$ cat config.mk
export PLATFORM = sky130hd
export DESIGN_NAME = lcd_parallel_touch_port
export DESIGN_NICKNAME = d
export VERILOG_FILES = /design/src/verilog/lcd_port_pkg.sv /design/src/verilog/lcd_parallel_touch_port.sv /design/src/verilog/sync_2ff.sv /design/src/verilog/twowire_bitbang_controller.sv
export SDC_FILE = /design/constraint.sdc
export NUM_CORES = 1
export LEC_CHECK = 0
export BUFFER_PORTS_ARGS = -buffer_cell sky130_fd_sc_hd__buf_2
export CAP_MARGIN = 10
export CORE_AREA = 2 2 90 92
export DETAILED_ROUTE_END_ITERATION = 10
export DIE_AREA = 0 0 92 94
export PLACE_DENSITY = 0.76
export SETUP_SLACK_MARGIN = 0.5
export SLEW_MARGIN = 30
export SYNTH_ARGS = -nofsm -noshare
export SYNTH_HDL_FRONTEND = slang
export SYNTH_SLANG_ARGS = --single-unit
$ cat constraint.sdc
create_clock -name sys_clk -period 1.6 [get_ports sys_clk]
set_input_delay 0.24 -clock sys_clk [delete_from_list [all_inputs] [get_ports sys_clk]]
set_output_delay 0.24 -clock sys_clk [all_outputs]
set_load 0.01 [all_outputs]
$ cat src/verilog/lcd_port_pkg.sv
package lcd_port_pkg;
   // lcd slot offsets
   localparam logic [11:0] OFS_CMD_BUSY  = 12'h000;
   localparam logic [11:0] OFS_DATA      = 12'h004;
   localparam logic [11:0] OFS_CAPTURE   = 12'h008;
   localparam logic [11:0] OFS_DONE_RAW  = 12'h00c;
   localparam logic [11:0] OFS_DONE_MASK = 12'h010;
   localparam logic [11:0] OFS_DONE_STAT = 12'h014;
   localparam logic [11:0] OFS_PIN_CTRL  = 12'h04c;
   // two-wire slot offsets
   localparam logic [11:0] OFS_TW_LINE   = 12'h000;
   localparam logic [11:0] OFS_TW_CLEAR  = 12'h004;
   // pin control field positions
   localparam int BIT_CS    = 0;
   localparam int BIT_WR    = 1;
   localparam int BIT_RST   = 3;
   localparam int BIT_RS    = 4;
   localparam int BIT_RD    = 5;
   localparam int BIT_BL    = 6;
   localparam logic [6:0] PIN_CTRL_MASK  = 7'h7b;
   // reset values
   localparam logic [6:0] PIN_CTRL_RESET = 7'h00;
   localparam logic [1:0] TW_LINE_RESET  = 2'h3;
   // parallel bus cycle timing, in ns and cycles of the 40 ns clock
   localparam int CLK_PERIOD_NS  = 40;
   localparam int STROBE_NS      = 120;
   localparam int STROBE_CYCLES  = (STROBE_NS + CLK_PERIOD_NS - 1) / CLK_PERIOD_NS;
   localparam int SETUP_NS       = 40;
   localparam int SETUP_CYCLES   = (SETUP_NS + CLK_PERIOD_NS - 1) / CLK_PERIOD_NS;
endpackage : lcd_port_pkg

$ cat src/verilog/lcd_parallel_touch_port.sv
`timescale 1ns/1ps
// Function
// - write offset 0 sends lcd command
// - read offset 0 reads lcd busy register
// - write offset 4 sends lcd data
// - read offset 4 starts lcd data read
// - capture register holds last read byte
// - access complete set at the end of every bus cycle, read or write
// - writing zero clears access complete
// - mask bit one enables interrupt
// - masked status equals flag and mask
// - pin control drives cs wr rs rd
// - pin control drives reset and backlight
// - two-wire read returns scl sda
// - two-wire set write sets ones
// - two-wire clear write clears ones
module lcd_parallel_touch_port
   import lcd_port_pkg::*;
(
   input  wire logic        sys_clk,
   input  wire logic        rst,
   // lcd register slot, apb
   input  wire logic        lcd_psel,
   input  wire logic        lcd_penable,
   input  wire logic        lcd_pwrite,
   input  wire logic [11:0] lcd_paddr,
   input  wire logic [31:0] lcd_pwdata,
   output logic      [31:0] lcd_prdata,
   output logic             lcd_pready,
   output logic             lcd_pslverr,
   // two-wire register slot, apb
   input  wire logic        tw_psel,
   input  wire logic        tw_penable,
   input  wire logic        tw_pwrite,
   input  wire logic [11:0] tw_paddr,
   input  wire logic [31:0] tw_pwdata,
   output logic      [31:0] tw_prdata,
   output logic             tw_pready,
   output logic             tw_pslverr,
   // parallel lcd bus
   input  wire logic [7:0]  lcd_data_in,
   output logic      [7:0]  lcd_data_out,
   output logic             lcd_data_oe,
   output logic             lcd_chip_select,
   output logic             lcd_write_strobe,
   output logic             lcd_read_strobe,
   output logic             lcd_register_select,
   output logic             lcd_reset_line,
   output logic             lcd_backlight,
   output logic             lcd_done_irq,
   // touch two-wire lines
   input  wire logic        scl_in,
   output logic             scl_out,
   output logic             scl_oe,
   input  wire logic        sda_in,
   output logic             sda_out,
   output logic             sda_oe
);
   typedef enum logic [3:0] {
      ST_IDLE   = 4'b0001,
      ST_SETUP  = 4'b0010,
      ST_STROBE = 4'b0100,
      ST_HOLD   = 4'b1000
   } cyc_state_e;

   localparam logic [2:0] SETUP_LEN  = 3'(SETUP_CYCLES);
   localparam logic [2:0] STROBE_LEN = 3'(STROBE_CYCLES);

   cyc_state_e  state_r;
   cyc_state_e  state_nxt;
   logic [2:0]  cnt_r;
   logic [2:0]  cnt_nxt;
   logic        is_read_r;
   logic        rs_r;
   logic [7:0]  wdata_r;
   logic [7:0]  capture_r;
   logic        done_r;
   logic        mask_r;
   logic [6:0]  pin_ctrl_r;
   logic [7:0]  data_sync;

   // apb decode
   wire lcd_acc     = lcd_psel & lcd_penable;
   wire idle        = (state_r == ST_IDLE);
   wire port_hit    = (lcd_paddr == OFS_CMD_BUSY) | (lcd_paddr == OFS_DATA);
   wire start_cyc   = lcd_acc & port_hit & idle;
   wire wr_raw      = lcd_acc & lcd_pwrite & (lcd_paddr == OFS_DONE_RAW);
   wire wr_mask     = lcd_acc & lcd_pwrite & (lcd_paddr == OFS_DONE_MASK);
   wire wr_pins     = lcd_acc & lcd_pwrite & (lcd_paddr == OFS_PIN_CTRL);
   wire rd_done     = (state_r == ST_HOLD) & is_read_r;
   wire cyc_end     = (state_r == ST_HOLD);

   // incoming lcd data is from another domain
   sync_2ff #(.WIDTH(8), .INIT(8'h00)) u_data_sync (
      .sys_clk (sys_clk),
      .rst     (rst),
      .d       (lcd_data_in),
      .q       (data_sync)
   );

   // bus cycle sequencer: setup, strobe, hold
   always_comb begin
      state_nxt = state_r;
      cnt_nxt   = cnt_r;
      case (state_r)
         ST_IDLE: begin
            if (start_cyc) begin
               state_nxt = ST_SETUP;
               cnt_nxt   = SETUP_LEN;
            end
         end
         ST_SETUP: begin
            if (cnt_r == 3'h1) begin
               state_nxt = ST_STROBE;
               cnt_nxt   = STROBE_LEN;
            end else
               cnt_nxt = cnt_r - 3'h1;
         end
         ST_STROBE: begin
            if (cnt_r == 3'h1)
               state_nxt = ST_HOLD;
            else
               cnt_nxt = cnt_r - 3'h1;
         end
         ST_HOLD: state_nxt = ST_IDLE;
         default: state_nxt = ST_IDLE;
      endcase
   end

   always_ff @(posedge sys_clk or posedge rst) begin
      if (rst) begin
         state_r <= ST_IDLE;
         cnt_r   <= 3'h0;
      end else begin
         state_r <= state_nxt;
         cnt_r   <= cnt_nxt;
      end
   end

   // latch the access kind when a cycle starts
   always_ff @(posedge sys_clk or posedge rst) begin
      if (rst) begin
         is_read_r <= 1'b0;
         rs_r      <= 1'b0;
         wdata_r   <= 8'h00;
      end else if (start_cyc) begin
         is_read_r <= ~lcd_pwrite;
         rs_r      <= (lcd_paddr == OFS_DATA);
         wdata_r   <= lcd_pwdata[7:0];
      end
   end

   // read byte captured at end of the hold cycle
   always_ff @(posedge sys_clk or posedge rst) begin
      if (rst)
         capture_r <= 8'h00;
      else if (rd_done)
         capture_r <= data_sync;
   end

   // access complete: a set wins over a clear in the same cycle
   always_ff @(posedge sys_clk or posedge rst) begin
      if (rst)
         done_r <= 1'b0;
      else if (cyc_end)
         done_r <= 1'b1;
      else if (wr_raw & ~lcd_pwdata[0])
         done_r <= 1'b0;
   end

   // interrupt mask and pin control
   always_ff @(posedge sys_clk or posedge rst) begin
      if (rst) begin
         mask_r     <= 1'b0;
         pin_ctrl_r <= PIN_CTRL_RESET;
      end else begin
         if (wr_mask)
            mask_r <= lcd_pwdata[0];
         if (wr_pins)
            pin_ctrl_r <= lcd_pwdata[6:0] & PIN_CTRL_MASK;
      end
   end

   // hardware cycle is ORed with software strobes, register select follows the cycle while active
   wire cyc_active = ~idle;
   wire strobe_on  = (state_r == ST_STROBE);
   assign lcd_chip_select     = cyc_active | pin_ctrl_r[BIT_CS];
   assign lcd_write_strobe    = (strobe_on & ~is_read_r) | pin_ctrl_r[BIT_WR];
   assign lcd_read_strobe     = (strobe_on & is_read_r) | pin_ctrl_r[BIT_RD];
   assign lcd_register_select = cyc_active ? rs_r : pin_ctrl_r[BIT_RS];
   assign lcd_reset_line      = pin_ctrl_r[BIT_RST];
   assign lcd_backlight       = pin_ctrl_r[BIT_BL];
   assign lcd_data_out        = wdata_r;
   assign lcd_data_oe         = cyc_active & ~is_read_r;

   // interrupt follows the masked flag
   wire masked_done = done_r & mask_r;
   assign lcd_done_irq = masked_done;

   // read mux, reserved bits zero
   logic [31:0] rd_mux;
   always_comb begin
      rd_mux = 32'h0;
      case (lcd_paddr)
         OFS_CAPTURE:   rd_mux = {24'h0, capture_r};
         OFS_DONE_RAW:  rd_mux = {31'h0, done_r};
         OFS_DONE_STAT: rd_mux = {31'h0, masked_done};
         OFS_PIN_CTRL:  rd_mux = {25'h0, pin_ctrl_r};
         default:       rd_mux = 32'h0;
      endcase
   end
   assign lcd_prdata  = rd_mux;
   assign lcd_pready  = 1'b1;
   assign lcd_pslverr = 1'b0;

   twowire_bitbang_controller u_twowire (
      .sys_clk (sys_clk),
      .rst     (rst),
      .psel    (tw_psel),
      .penable (tw_penable),
      .pwrite  (tw_pwrite),
      .paddr   (tw_paddr),
      .pwdata  (tw_pwdata),
      .prdata  (tw_prdata),
      .pready  (tw_pready),
      .pslverr (tw_pslverr),
      .scl_in  (scl_in),
      .scl_out (scl_out),
      .scl_oe  (scl_oe),
      .sda_in  (sda_in),
      .sda_out (sda_out),
      .sda_oe  (sda_oe)
   );
endmodule : lcd_parallel_touch_port

$ cat src/verilog/sync_2ff.sv
`timescale 1ns/1ps
// two-flop synchroniser for pin levels
module sync_2ff #(
   parameter int          WIDTH = 1,
   parameter logic [WIDTH-1:0] INIT = '0
) (
   input  wire logic             sys_clk,
   input  wire logic             rst,
   input  wire logic [WIDTH-1:0] d,
   output logic      [WIDTH-1:0] q
);
   logic [WIDTH-1:0] meta_r;

   // first stage feeds only the second
   always_ff @(posedge sys_clk or posedge rst) begin
      if (rst) begin
         meta_r <= INIT;
         q      <= INIT;
      end else begin
         meta_r <= d;
         q      <= meta_r;
      end
   end
endmodule : sync_2ff

$ cat src/verilog/twowire_bitbang_controller.sv
`timescale 1ns/1ps
// bit-banged two-wire line controller for the touch expander
module twowire_bitbang_controller
   import lcd_port_pkg::*;
(
   input  wire logic        sys_clk,
   input  wire logic        rst,
   input  wire logic        psel,
   input  wire logic        penable,
   input  wire logic        pwrite,
   input  wire logic [11:0] paddr,
   input  wire logic [31:0] pwdata,
   output logic      [31:0] prdata,
   output logic             pready,
   output logic             pslverr,
   input  wire logic        scl_in,
   output logic             scl_out,
   output logic             scl_oe,
   input  wire logic        sda_in,
   output logic             sda_out,
   output logic             sda_oe
);
   logic [1:0] line_r;
   logic [1:0] line_nxt;
   logic [1:0] pins_sync;
   wire        wr_set   = psel & penable & pwrite & (paddr == OFS_TW_LINE);
   wire        wr_clear = psel & penable & pwrite & (paddr == OFS_TW_CLEAR);

   sync_2ff #(.WIDTH(2), .INIT(TW_LINE_RESET)) u_sync (
      .sys_clk (sys_clk),
      .rst     (rst),
      .d       ({sda_in, scl_in}),
      .q       (pins_sync)
   );

   // set and clear writes touch only bits holding a one
   always_comb begin
      line_nxt = line_r;
      if (wr_set)
         line_nxt = line_r | pwdata[1:0];
      else if (wr_clear)
         line_nxt = line_r & ~pwdata[1:0];
   end

   always_ff @(posedge sys_clk or posedge rst) begin
      if (rst)
         line_r <= TW_LINE_RESET;
      else
         line_r <= line_nxt;
   end

   // open drain: pull low on zero, release on one
   assign scl_out = 1'b0;
   assign sda_out = 1'b0;
   assign scl_oe  = ~line_r[0];
   assign sda_oe  = ~line_r[1];

   // line state read back, upper bits zero
   assign prdata  = (paddr == OFS_TW_LINE) ? {30'h0, pins_sync} : 32'h0;
   assign pready  = 1'b1;
   assign pslverr = 1'b0;
endmodule : twowire_bitbang_controller
# After elaboration in Yosys (flattened, before gate mapping)
# Index checks and enable logic that the tools add are counted.
# classes
add_sub_neg,1
n_eq_ne,16
reduce_logical,7
mux,15
bitwise,30
# ops
op,n
one-hot mux 8 bit (4 select lines),1
== test 12 x 3 -> 1 bit (second input constant),2
== test 12 x 4 -> 1 bit (second input constant),2
== test 12 x 5 -> 1 bit (second input constant),2
logical NOT 12 bit,2
bitwise AND 1 bit,17
== test 12 x 7 -> 1 bit (second input constant),1
2-to-1 mux 4 bit,3
one-hot mux 4 bit (3 select lines),1
2-to-1 mux 3 bit,3
one-hot mux 3 bit (3 select lines),1
2-to-1 mux 2 bit,3
inverter 1 bit,6
AND reduction 3 bit,2
== test 4 x 1 -> 1 bit (second input constant),1
== test 4 x 2 -> 1 bit (second input constant),1
== test 4 x 3 -> 1 bit (second input constant),1
== test 4 bit (second input constant),1
!= test 2 x 1 -> 1 bit (second input constant),2
!= test 2 bit (second input constant),2
bitwise OR 1 bit,4
nonzero test 2 bit,2
== test 3 x 1 -> 1 bit (second input constant),1
2-to-1 mux 1 bit,3
5 further kinds,5
# word_totals
wordCells,83
out_inout_bits,88
input_bits,106
ff_bits,55

# Longest topological paths before layout
# Gate-level depths: netlist (run 1).
# depth
depth_word,6
depth_mapped,6
mapped_depth_nobuf,6

# Hierarchy
# Synthesis (run 1) repeated with hierarchy kept, for this count alone.
# unflattened
cells_unflattened,247
hier_area_um2,2881.5
# by_module_without_submodules
module,n_inst,cells_each,seq_area_each_um2,area_each_um2
lcd_parallel_touch_port,1,172,827.0,1941.9
twowire_bitbang_controller,1,53,52.6,426.7
sync_2ff (u_data_sync),1,17,400.4,404.1
sync_2ff (u_twowire.u_sync),1,5,105.1,108.9

# Worst setup path before layout (run 1)
# Ideal clock, no wire load.
# synth_timing
kind,flip-flop to flip-flop
startpoint,reg state_r[3]
endpoint,reg wdata_r[0] (netlist: lcd_data_out[0])
n_path_buf,2
required_time_ns,1.475
arrival_time_ns,1.582
synth_period_minus_slack_ns,1.708
setup_ns,0.125
path_stages_with_launch,6
path_slack_ns,-0.108
cell_sequence,dfrtp_1 > buf_2 > nor4b_4 > and4bb_4 > buf_12 > mux2_4
# synth_between
elab_chain_len,2
# synth_rtl
item,line,text
from (decl),lcd_parallel_touch_port.sv:69,cyc_state_e state_r;
from (signal assigned),lcd_parallel_touch_port.sv:135,state_r <= state_nxt;
== test 4 x 1 -> 1 bit,lcd_parallel_touch_port.sv:84,wire idle = (state_r == ST_IDLE);
bitwise AND 1 bit,lcd_parallel_touch_port.sv:86,wire start_cyc = lcd_acc & port_hit & idle;
to (signal assigned),lcd_parallel_touch_port.sv:149,wdata_r <= lcd_pwdata[7:0];
to (decl),lcd_parallel_touch_port.sv:75,logic [7:0] wdata_r;
# No other way between the ends.
# A chain may end at the register's enable or synchronous reset.

# Worst setup path after layout (run 1)
# layout_timing
startpoint,reg state_r[0]
endpoint,out lcd_register_select
# layout_between
elab_chain_len,2
# layout_rtl
item,line,text
== test 4 x 1 -> 1 bit,lcd_parallel_touch_port.sv:84,
2-to-1 mux 1 bit,lcd_parallel_touch_port.sv:190,assign lcd_register_select = cyc_active ? rs_r : pin_ctrl_r[BIT_RS];
to (decl),lcd_parallel_touch_port.sv:47,"output logic lcd_register_select,"
# No other way between the ends.

==> results of run 1 <==
[state kept, by name (all words and copies together), names as in the netlist, 2 cells and up, named ones only]
signal	count
pin_ctrl_r	6
state_r	4
u_twowire.u_sync.q	2
u_twowire.u_sync.meta_r	2
capture_r	8
cnt_r	3
lcd_data_out	8
u_data_sync.meta_r	8
u_data_sync.q	8
[worst paths after layout]
check,startpoint,endpoint,slack (ns),depth (start not counted)
max,state_r[0],lcd_register_select,-0.34,4
min,lcd_data_in[0],u_data_sync.meta_r[0],0.02,1
max reg2reg,state_r[0],cnt_r[1],-0.19,7
min reg2reg,u_data_sync.meta_r[7],u_data_sync.q[7],0.36,0
max in group asynchronous,rst,u_twowire.u_sync.q[1],0.63,4
min in group asynchronous,rst,u_data_sync.meta_r[5],0.42,3
[per-stage QoR]
| step | hold slack (ns) | TNS [ns] |
|---|---|---|
| after floorplan | 0.244 | -0.491 |
| after global placement | 0.213 | -1.59 |
| after detailed placement | 0.218 | -1.38 |
| after CTS | 0.00385 | -2.77 |
| after global routing | -0.00128 | -4.31 |
| final | 0.0183 | -3.20 |
[routing by layer]
| layer | up-vias | share of wire, % |
|---|---|---|
| li1 | 957 | - |
| met1 | 1027 | 37 |
| met2 | 116 | 54 |
| met3 | 9 | 7.9 |
| met4 | 0 | 1.2 |
| met5 | - | 0 |
[cells by family (layout without fill, tap and decap cells)]
| family | Yosys count | count (layout) | synth area share, % |
|---|---|---|---|
| compound gates | 17 | 17 | 4.65 |
| xor+xnor | 1 | 1 | 0.307 |
| fa+ha+maj | 2 | 2 | 0.876 |
| buf+inv | 75 | 145 | 18.8 |
| flops | 55 | 55 | 48.5 |
| mux | 30 | 30 | 13.1 |
| other cells | 2 | 60 | 0.263 |
| simple gates | 59 | 59 | 13.6 |
[power groups by stage]
stage / logic, mW / clock network, mW / registers (mW)
floorplan: 0.210 / 0 / 1.45
global placement: 0.206 / 0 / 1.45
detailed placement: 0.211 / 0 / 1.46
CTS: 0.226 / 0.879 / 1.43
global route: 0.267 / 0.939 / 1.43
finish: 0.244 / 0.848 / 1.43
[final cells by class]
class | instances | area, um2
fill | 623 | 3570
multi-input combinational | 169 | 1400
sequential | 55 | 1390
timing repair buffer | 127 | 985
tap | 102 | 128
clock buffer | 6 | 82.6
inverter | 10 | 41.3
clock inverter | 2 | 17.5
[synthesized netlist by cell type (2+ instances only)]
| cell | count | area, um2 |
|---|---|---|
| nor4_1 | 4 | 25.0 |
| nand3_1 | 8 | 40.0 |
| o211ai_1 | 2 | 15.0 |
| mux2i_1 | 5 | 50.1 |
| nand2b_1 | 3 | 18.8 |
| and3_1 | 2 | 12.5 |
| nor2_1 | 8 | 30.0 |
| a22o_1 | 5 | 43.8 |
| nor2b_1 | 3 | 18.8 |
| inv_1 | 10 | 37.5 |
| conb_1 | 2 | 7.51 |
| mux2_2 | 14 | 158 |
| mux2_4 | 11 | 165 |
| ha_1 | 2 | 25.0 |
| o21ai_0 | 2 | 10.0 |
| nor3b_1 | 2 | 15.0 |
| dfrtp_1 | 48 | 1200 |
| o41ai_1 | 2 | 17.5 |
| nand4_1 | 2 | 12.5 |
| dfstp_2 | 7 | 184 |
| buf_4 | 61 | 458 |
| nor3_1 | 4 | 20.0 |
| and2_1 | 7 | 43.8 |
| nand2_1 | 6 | 22.5 |
| and4b_1 | 2 | 20.0 |
[timing repair]
action	CTS	global route
buffers inserted	16	10
pin swaps	14	5
hold endpoints to repair	12	1
hold buffers	1	1
setup endpoints to repair	56	61
gates cloned	0	0
resized for setup	57	21
==> impl_metrics.ini, run 1 <==
[outcome]
violations = setup timing
status = complete, but fails checks

[yosys]
synth_warnings = 0
synthArstFlopShare_pct = 100
ys_types = 44
synthCells = 241
synthesis.area_um2 = 2860
synth_edf_count = 0
synth.ff_latch_count = 55
seq_area_frac_synth_pct = 48.5
synth_flop_cell = dfrtp_1
avgSynthCellArea_um2 = 11.8

[critical_path]
worstSetupEndpointType = output port
startpoint_type = register
cpLargestDelayFamily = flip-flops
path_cells = nor4b_4, buf_4, mux2_4, buf_6
required_ns = 1.36
crit_path_max_incr_delay_ns = 0.56
crit_fanout = 2
worstSetupPathType = register to output port
cp_slowest_cell = dfstp_2
cp.arrival_ns = 1.70
cp_num_buf_inv = 2

[sta]
setup_ws_ns = -0.336
finalCritPeriodShare_pct = 121
setup_viol = 28
rsz0062_at_grt = true
hold_violations = 0
fmax_mhz = 517
slew_violations = 0
fin_crit_ns = 1.94
clock_skew_ns = 0.0110

[layout]
area_growth_pct = 41.3
n_antenna_cell = 0
drive_above_1_share_pct = 55.0
layout_commonest_cell = buf_2
final_cell_count_no_fill = 471
final_cell_area_um2 = 4040
fin_nets = 476
final_cell_mix = buf_2, conb_1, dfrtp_1
fin_util_pct = 53.0

[clock_tree]
numCtsBuffers = 5
cts_sinks = 55
clock_path_buffers = 2
path_clk_slew_ns = 0.11
htreeDepth = 2
cts_tree = built
cts-root-buf = clkbuf_8
clock_latency_ns = 0.32

[power_and_ir_drop]
power.leakage_nw = 2.07
pwr-share-clk_pct = 33.6
ir_drop_mv = 0.455
p_total_mw = 2.52
powerDensity_nw_per_um2 = 625
netSwitchingPower_mw = 0.648
p_seq_share_pct = 56.7
p_int_mw = 1.87
combPwrFrac_pct = 9.7
switching_share_pct = 25.7

[floorplan]
die_x_um = 92
fp.dieArea_um2 = 8650
std_cell_rows = 32
initial_utilization_pct = 37.5
die_h_um = 94
coreArea_um2 = 7610
ios = 194

[routing]
dr.pass1.iters = 4
via_count = 2109
wl_per_cell_um = 14.3
drcViolationCount = 0
dr.first_iter.drc_count = 52
ant_nets = 0
via_per_inst = 4.48
drt_wl_total_mm = 6.75

[placement]
port_buffers = 79
place_inst = 435
gp_congestion = 0.868
post-dp-hpwl_mm = 4.47
placed_cell_area_um2 = 3350
place_ws_ns = -0.113

[grt]
gr-max-usage-layer = met2
track_usage_pct = 14.8
grt.met2_usage_pct = 28.9
grt_pass1_wl_mm = 9.92
use_met1_pct = 15.5
grt.overflow.total = 0
antenna_found_initial = 0
grt_start_max_net_pins = 30
grt_pass1_vias = 2100
met3_usage_pct = 4.33

[flow_run]
maxCapViolCount = 0

[worst_hold_path]
min_path_type = primary input to register
No activity file was read; power rests on OpenSTA's default activity.
==> inputs of run 2 (changes only) <==
Settings changed: CORE_AREA 2 2 90 92 to 2 2 89 91, CTS_BUF_LIST from default to sky130_fd_sc_hd__clkbuf_8, DIE_AREA 0 0 92 94 to 0 0 91 93, MAX_ROUTING_LAYER from default to met4, PLACE_DENSITY 0.76 to 0.77.
==> run 2 against run 1 <==
  * The flow finishes with violations (hold timing, setup timing)
  * Total power down 3.0%
  * Non-clock buffer count down 5
  * Die area down 2.1%
  * Design area down 2.6%
  * First-iteration DRC count up 19%
  * Critical path type unchanged
==> impl_metrics.ini, run 2 (synthesis results as in run 1) <==
[critical_path]
cpLargestDelayFamily = flip-flops
path_cells = nor4b_4, buf_4, mux2_4, buf_6
cp.arrival_ns = 1.72
cp_num_buf_inv = 2
required_ns = 1.36
crit_path_max_incr_delay_ns = 0.55
crit_cells = 4
startpoint_type = register
r2r_cells = 5
cp_slowest_cell = dfstp_2
worstSetupPathType = register to output port
worstSetupEndpointType = output port
crit_fanout = 2

[layout]
drive_above_1_share_pct = 53.6
n_antenna_cell = 0
final_cell_count_no_fill = 466
area_growth_pct = 37.6
seqCellArea_um2 = 1390
fin_util_pct = 52.2
layout_commonest_cell = buf_2
multi_input_area_um2 = 1380
nFillCells = 634
final_cell_mix = buf_2, conb_1, dfrtp_1
fin_nets = 471

[floorplan]
ios = 194
die_h_um = 93
coreArea_um2 = 7530
std_cell_rows = 32
die_x_um = 91
initial_utilization_pct = 37.9
fp.dieArea_um2 = 8460

[clock_tree]
path_clk_slew_ns = 0.10
cts-root-buf = clkbuf_8
numCtsBuffers = 5
cts_tree = built
clock_path_buffers = 2
clock_latency_ns = 0.30
htreeDepth = 2
cts_sinks = 55

[routing]
wl_per_cell_um = 13.8
via_count = 2108
via_per_inst = 4.52
dr.first_iter.drc_count = 62
drcViolationCount = 0
drt_wl_total_mm = 6.42
ant_nets = 0
dr.pass1.iters = 4

[sta]
setup_viol = 27
tns_ns = -3.22
slew_violations = 0
hold_violations = 10
worst_hold_slack_ns = -0.00508
rsz0062_at_grt = true
fin_crit_ns = 1.96
clock_skew_ns = 0.00573
setup_ws_ns = -0.362
fmax_mhz = 510
finalCritPeriodShare_pct = 123

[grt]
track_usage_pct = 15.1
grt.overflow.total = 0
antenna_found_initial = 0
grt_pass1_wl_mm = 9.87
grt_pass1_vias = 2113
grt_start_max_net_pins = 56

[flow_run]
maxCapViolCount = 0

[outcome]
violations = hold timing, setup timing
status = complete, but fails checks

[power_and_ir_drop]
powerDensity_nw_per_um2 = 622
p_total_mw = 2.44
ir_drop_mv = 0.527
power.leakage_nw = 2.03

[placement]
port_buffers = 79
post-dp-hpwl_mm = 4.40
place_inst = 436
gp_congestion = 0.927

[worst_hold_path]
min_path_type = primary input to async pin
[run 2: worst paths after layout]
kind / startpoint / end / slack [ns]
max: state_r[0] / lcd_register_select / -0.36
min: rst / u_data_sync.meta_r[6] / -0.005
max reg2reg: state_r[0] / lcd_data_out[7] / -0.19
min reg2reg: u_data_sync.meta_r[3] / u_data_sync.q[3] / 0.36
max in group asynchronous: rst / state_r[0] / 1.32
min in group sys_clk: sda_in / u_twowire.u_sync.meta_r[1] / 0.02
[run 2: metal layers]
| layer | up-vias | share of wire, % | global-route usage [%] |
|---|---|---|---|
| met4 | 0 | 2.8 | 4.67 |
| met1 | 1032 | 36 | 16.2 |
| met5 | - | 0 | - |
| met2 | 113 | 54 | 27.8 |
| met3 | 20 | 7.1 | 3.63 |
| li1 | 943 | - | - |
[run 2: worst min-delay path, stage by stage]
cell,delay (ns)
buf_2,0.11
clkinvlp_4,0.07
buf_12,0.27
[run 2: report_power, final]
group	switching, mW	total, mW	internal, mW
clock network	0.459	0.774	0.315
registers	0.00812	1.43	1.42
logic	0.152	0.242	0.0898
total	0.619	2.44	1.83
[run 2: area by class of cell]
cell class | instances | area share [%]
multi-input combinational | 169 | 35.0
sequential | 55 | 35.2
timing repair buffer | 122 | 23.1
inverter | 10 | 1.05
clock buffer | 5 | 1.75
tap | 102 | 3.25
clock inverter | 3 | 0.573
[run 2: through the flow]
stage	hold slack, ns	setup WS (ns)	cell area [um2]
4_1_cts	0.0000722	-0.363	3750
3_5_place_dp	0.335	-0.168	3340
5_1_grt	0.00736	-0.421	3930
2_1_floorplan	0.244	-0.0965	3120
3_3_place_gp	0.331	-0.143	3340
6_report	-0.00508	-0.362	3930
[run 2: repair_timing]
item                                    CTS  global route
gates resized for setup                  49            19
hold buffers                              0             0
pin swaps                                15            16
setup buffers                             8            14
endpoints found under the hold margin     0             0
endpoints found under the setup margin   53            61
==> inputs of run 3 (changes only) <==
Settings changed: ABC_AREA from default to 1, CORE_AREA 2 2 89 91 to 2 2 90 92, DIE_AREA 0 0 91 93 to 0 0 92 94, SYNTH_HIERARCHICAL from default to 1.
==> run 3 against run 2 <==
  * The flow now finishes without violations
  * Sequential share of layout area is 0.24 points higher
  * Design area is 0.57% lower
  * Largest cell class unchanged
  * Critical path type unchanged
  * Total power is 6.9% higher
==> impl_metrics.ini, run 3 <==
[outcome]
status = finished, final reports clean

[clock_tree]
clock_latency_ns = 0.31
cts_tree = built
clock_path_buffers = 2
cts-root-buf = clkbuf_8
cts_sinks = 55
htreeDepth = 2
path_clk_slew_ns = 0.10
numCtsBuffers = 5

[layout]
area_growth_pct = 34.7
final_cell_mix = buf_2, conb_1, dfrtp_1
fin_nets = 549
n_antenna_cell = 0
layout_commonest_cell = buf_2
fin_util_pct = 51.4
final_cell_count_no_fill = 544
drive_above_1_share_pct = 44.3
nFillCells = 695

[placement]
place_inst = 507
gp_congestion = 0.873
post-dp-hpwl_mm = 4.42
port_buffers = 79

[routing]
dr.first_iter.drc_count = 137
drcViolationCount = 0
via_per_inst = 4.32
dr.pass1.iters = 4
via_count = 2348
drt_wl_total_mm = 6.28
wl_per_cell_um = 11.5
ant_nets = 0

[sta]
relSlewSlack_pct = 62.4
fmax_mhz = 637
slew_violations = 0
fin_crit_ns = 1.57
clock_skew_ns = 0.0106
finalCritPeriodShare_pct = 98.1
hold_violations = 0
rsz0062_at_grt = true
max_slew.worst_pin.slew_ns = 0.563
setup_viol = 0

[yosys]
synth_flop_cell = dfrtp_1
synth_top_area_share_pct = 41.4
synth_edf_count = 0
synth.ff_latch_count = 55
synthCells = 330
synth_most_common_cell = buf_4
synthArstFlopShare_pct = 100
yosys-top-cells-count = buf_4, dfrtp_1, nand2_1
yosysTopAreaCell = dfrtp_1
synthesis.area_um2 = 2900
seq_area_frac_synth_pct = 47.7
synthTopCellsByArea = dfrtp_1, buf_4, dfstp_2, nand2_1, inv_1
avgSynthCellArea_um2 = 8.79
synth_warnings = 6
ys_types = 30

[grt]
grt.overflow.total = 0
track_usage_pct = 14.5
grt_pass1_vias = 2161
antenna_found_initial = 0
grt_pass1_wl_mm = 9.63
grt_start_max_net_pins = 34

[floorplan]
initial_utilization_pct = 38.1
ios = 194
die_x_um = 92
fp.dieArea_um2 = 8650
std_cell_rows = 32
coreArea_um2 = 7610
die_h_um = 94

[critical_path]
worstSetupPathType = register to output port
crit_fanout = 4
r2r-start = state_r[0]
r2r_cells = 10
worstSetupEndpointType = output port
r2r_slack_ns = 0.08
reg2reg_to = cnt_r[0]
startpoint_type = register
cp.arrival_ns = 1.33
crit_start = state_r[0]
required_ns = 1.36
setup.worst_path.end = lcd_chip_select

[power_and_ir_drop]
powerDensity_nw_per_um2 = 669
power.leakage_nw = 2.08
ir_drop_mv = 0.515

[flow_run]
maxCapViolCount = 0

[worst_hold_path]
min_path_type = primary input to register
run 3: layout make-up:
cell class | count | area, um2 | area share, %
Sequential cell | 55 | 1390 | 35.5
Multi-Input combinational cell | 219 | 1310 | 33.4
Timing Repair Buffer | 112 | 808 | 20.7
Inverter | 48 | 180 | 4.61
Tap cell | 102 | 128 | 3.27
Clock buffer | 6 | 82.6 | 2.11
Clock inverter | 2 | 17.5 | 0.448
run 3: worst min path at each step:
stage,startpoint,endpoint,slack [ns],cells after the start
finish,lcd_data_in[5],u_data_sync/meta_r[5],0.02,1
global route,lcd_data_in[3],u_data_sync/meta_r[3],0.007,1
CTS,sda_in,u_twowire/u_sync/meta_r[1],0.0006,1
detailed placement,rst,async pin,0.31,2
global placement,rst,async pin,0.30,2
floorplan,rst,async pin,0.15,1
run 3: logic make-up (layout without fill, tap and decap cells):
kind of cell	Yosys count	count (layout)	synth area share, %
xor gates and xnor gates	1	1	0.302
DFF	55	55	47.7
adders and majority gates	2	2	0.862
buffers and inverters	112	168	22.6
and+or+nand+nor	122	122	20.6
other	4	60	0.517
muxes	4	4	1.55
AOI/OAI and AO/OA	30	30	5.78
run 3: worst max-delay path: stages, from the launching register on:
cell	delay, ns
dfstp_2	0.60
nand3_4	0.11
inv_2	0.09
nand2_1	0.08
buf_2	0.14
run 3: through the flow:
step / hold WS [ns] / setup WS (ns) / power, mW / setup TNS (ns) / cell area, um2
after floorplan: 0.152 / 0.378 / 1.76 / 0 / 3230
after global placement: 0.302 / 0.137 / 1.76 / 0 / 3320
after detailed placement: 0.309 / 0.127 / 1.77 / 0 / 3320
after CTS: 0.000575 / 0.0479 / 2.63 / 0 / 3720
after global routing: 0.00661 / -0.0298 / 2.73 / -0.0421 / 3910
final: 0.0199 / 0.0301 / 2.61 / 0 / 3910
run 3: layer usage:
| metal | share of wire (%) | track usage [%] | vias up |
|---|---|---|---|
| met4 | 0.91 | 3.73 | 0 |
| li1 | - | - | 1125 |
| met3 | 6.4 | 2.89 | 7 |
| met5 | 0 | - | - |
| met2 | 53 | 25.3 | 100 |
| met1 | 40 | 17.4 | 1116 |
run 3: timing repair:
action	CTS	global route
gates resized for setup	31	32
hold endpoints to repair	34	2
hold buffers	1	2
buffers inserted	16	8
pin swaps	20	8
gates cloned	2	0
endpoints found under the setup margin	44	55
run 3: report_power, final:
group / switching, mW / internal (mW) / total, mW
clock: 0.468 / 0.363 / 0.831
combinational: 0.203 / 0.113 / 0.315
sequential: 0.0303 / 1.44 / 1.47
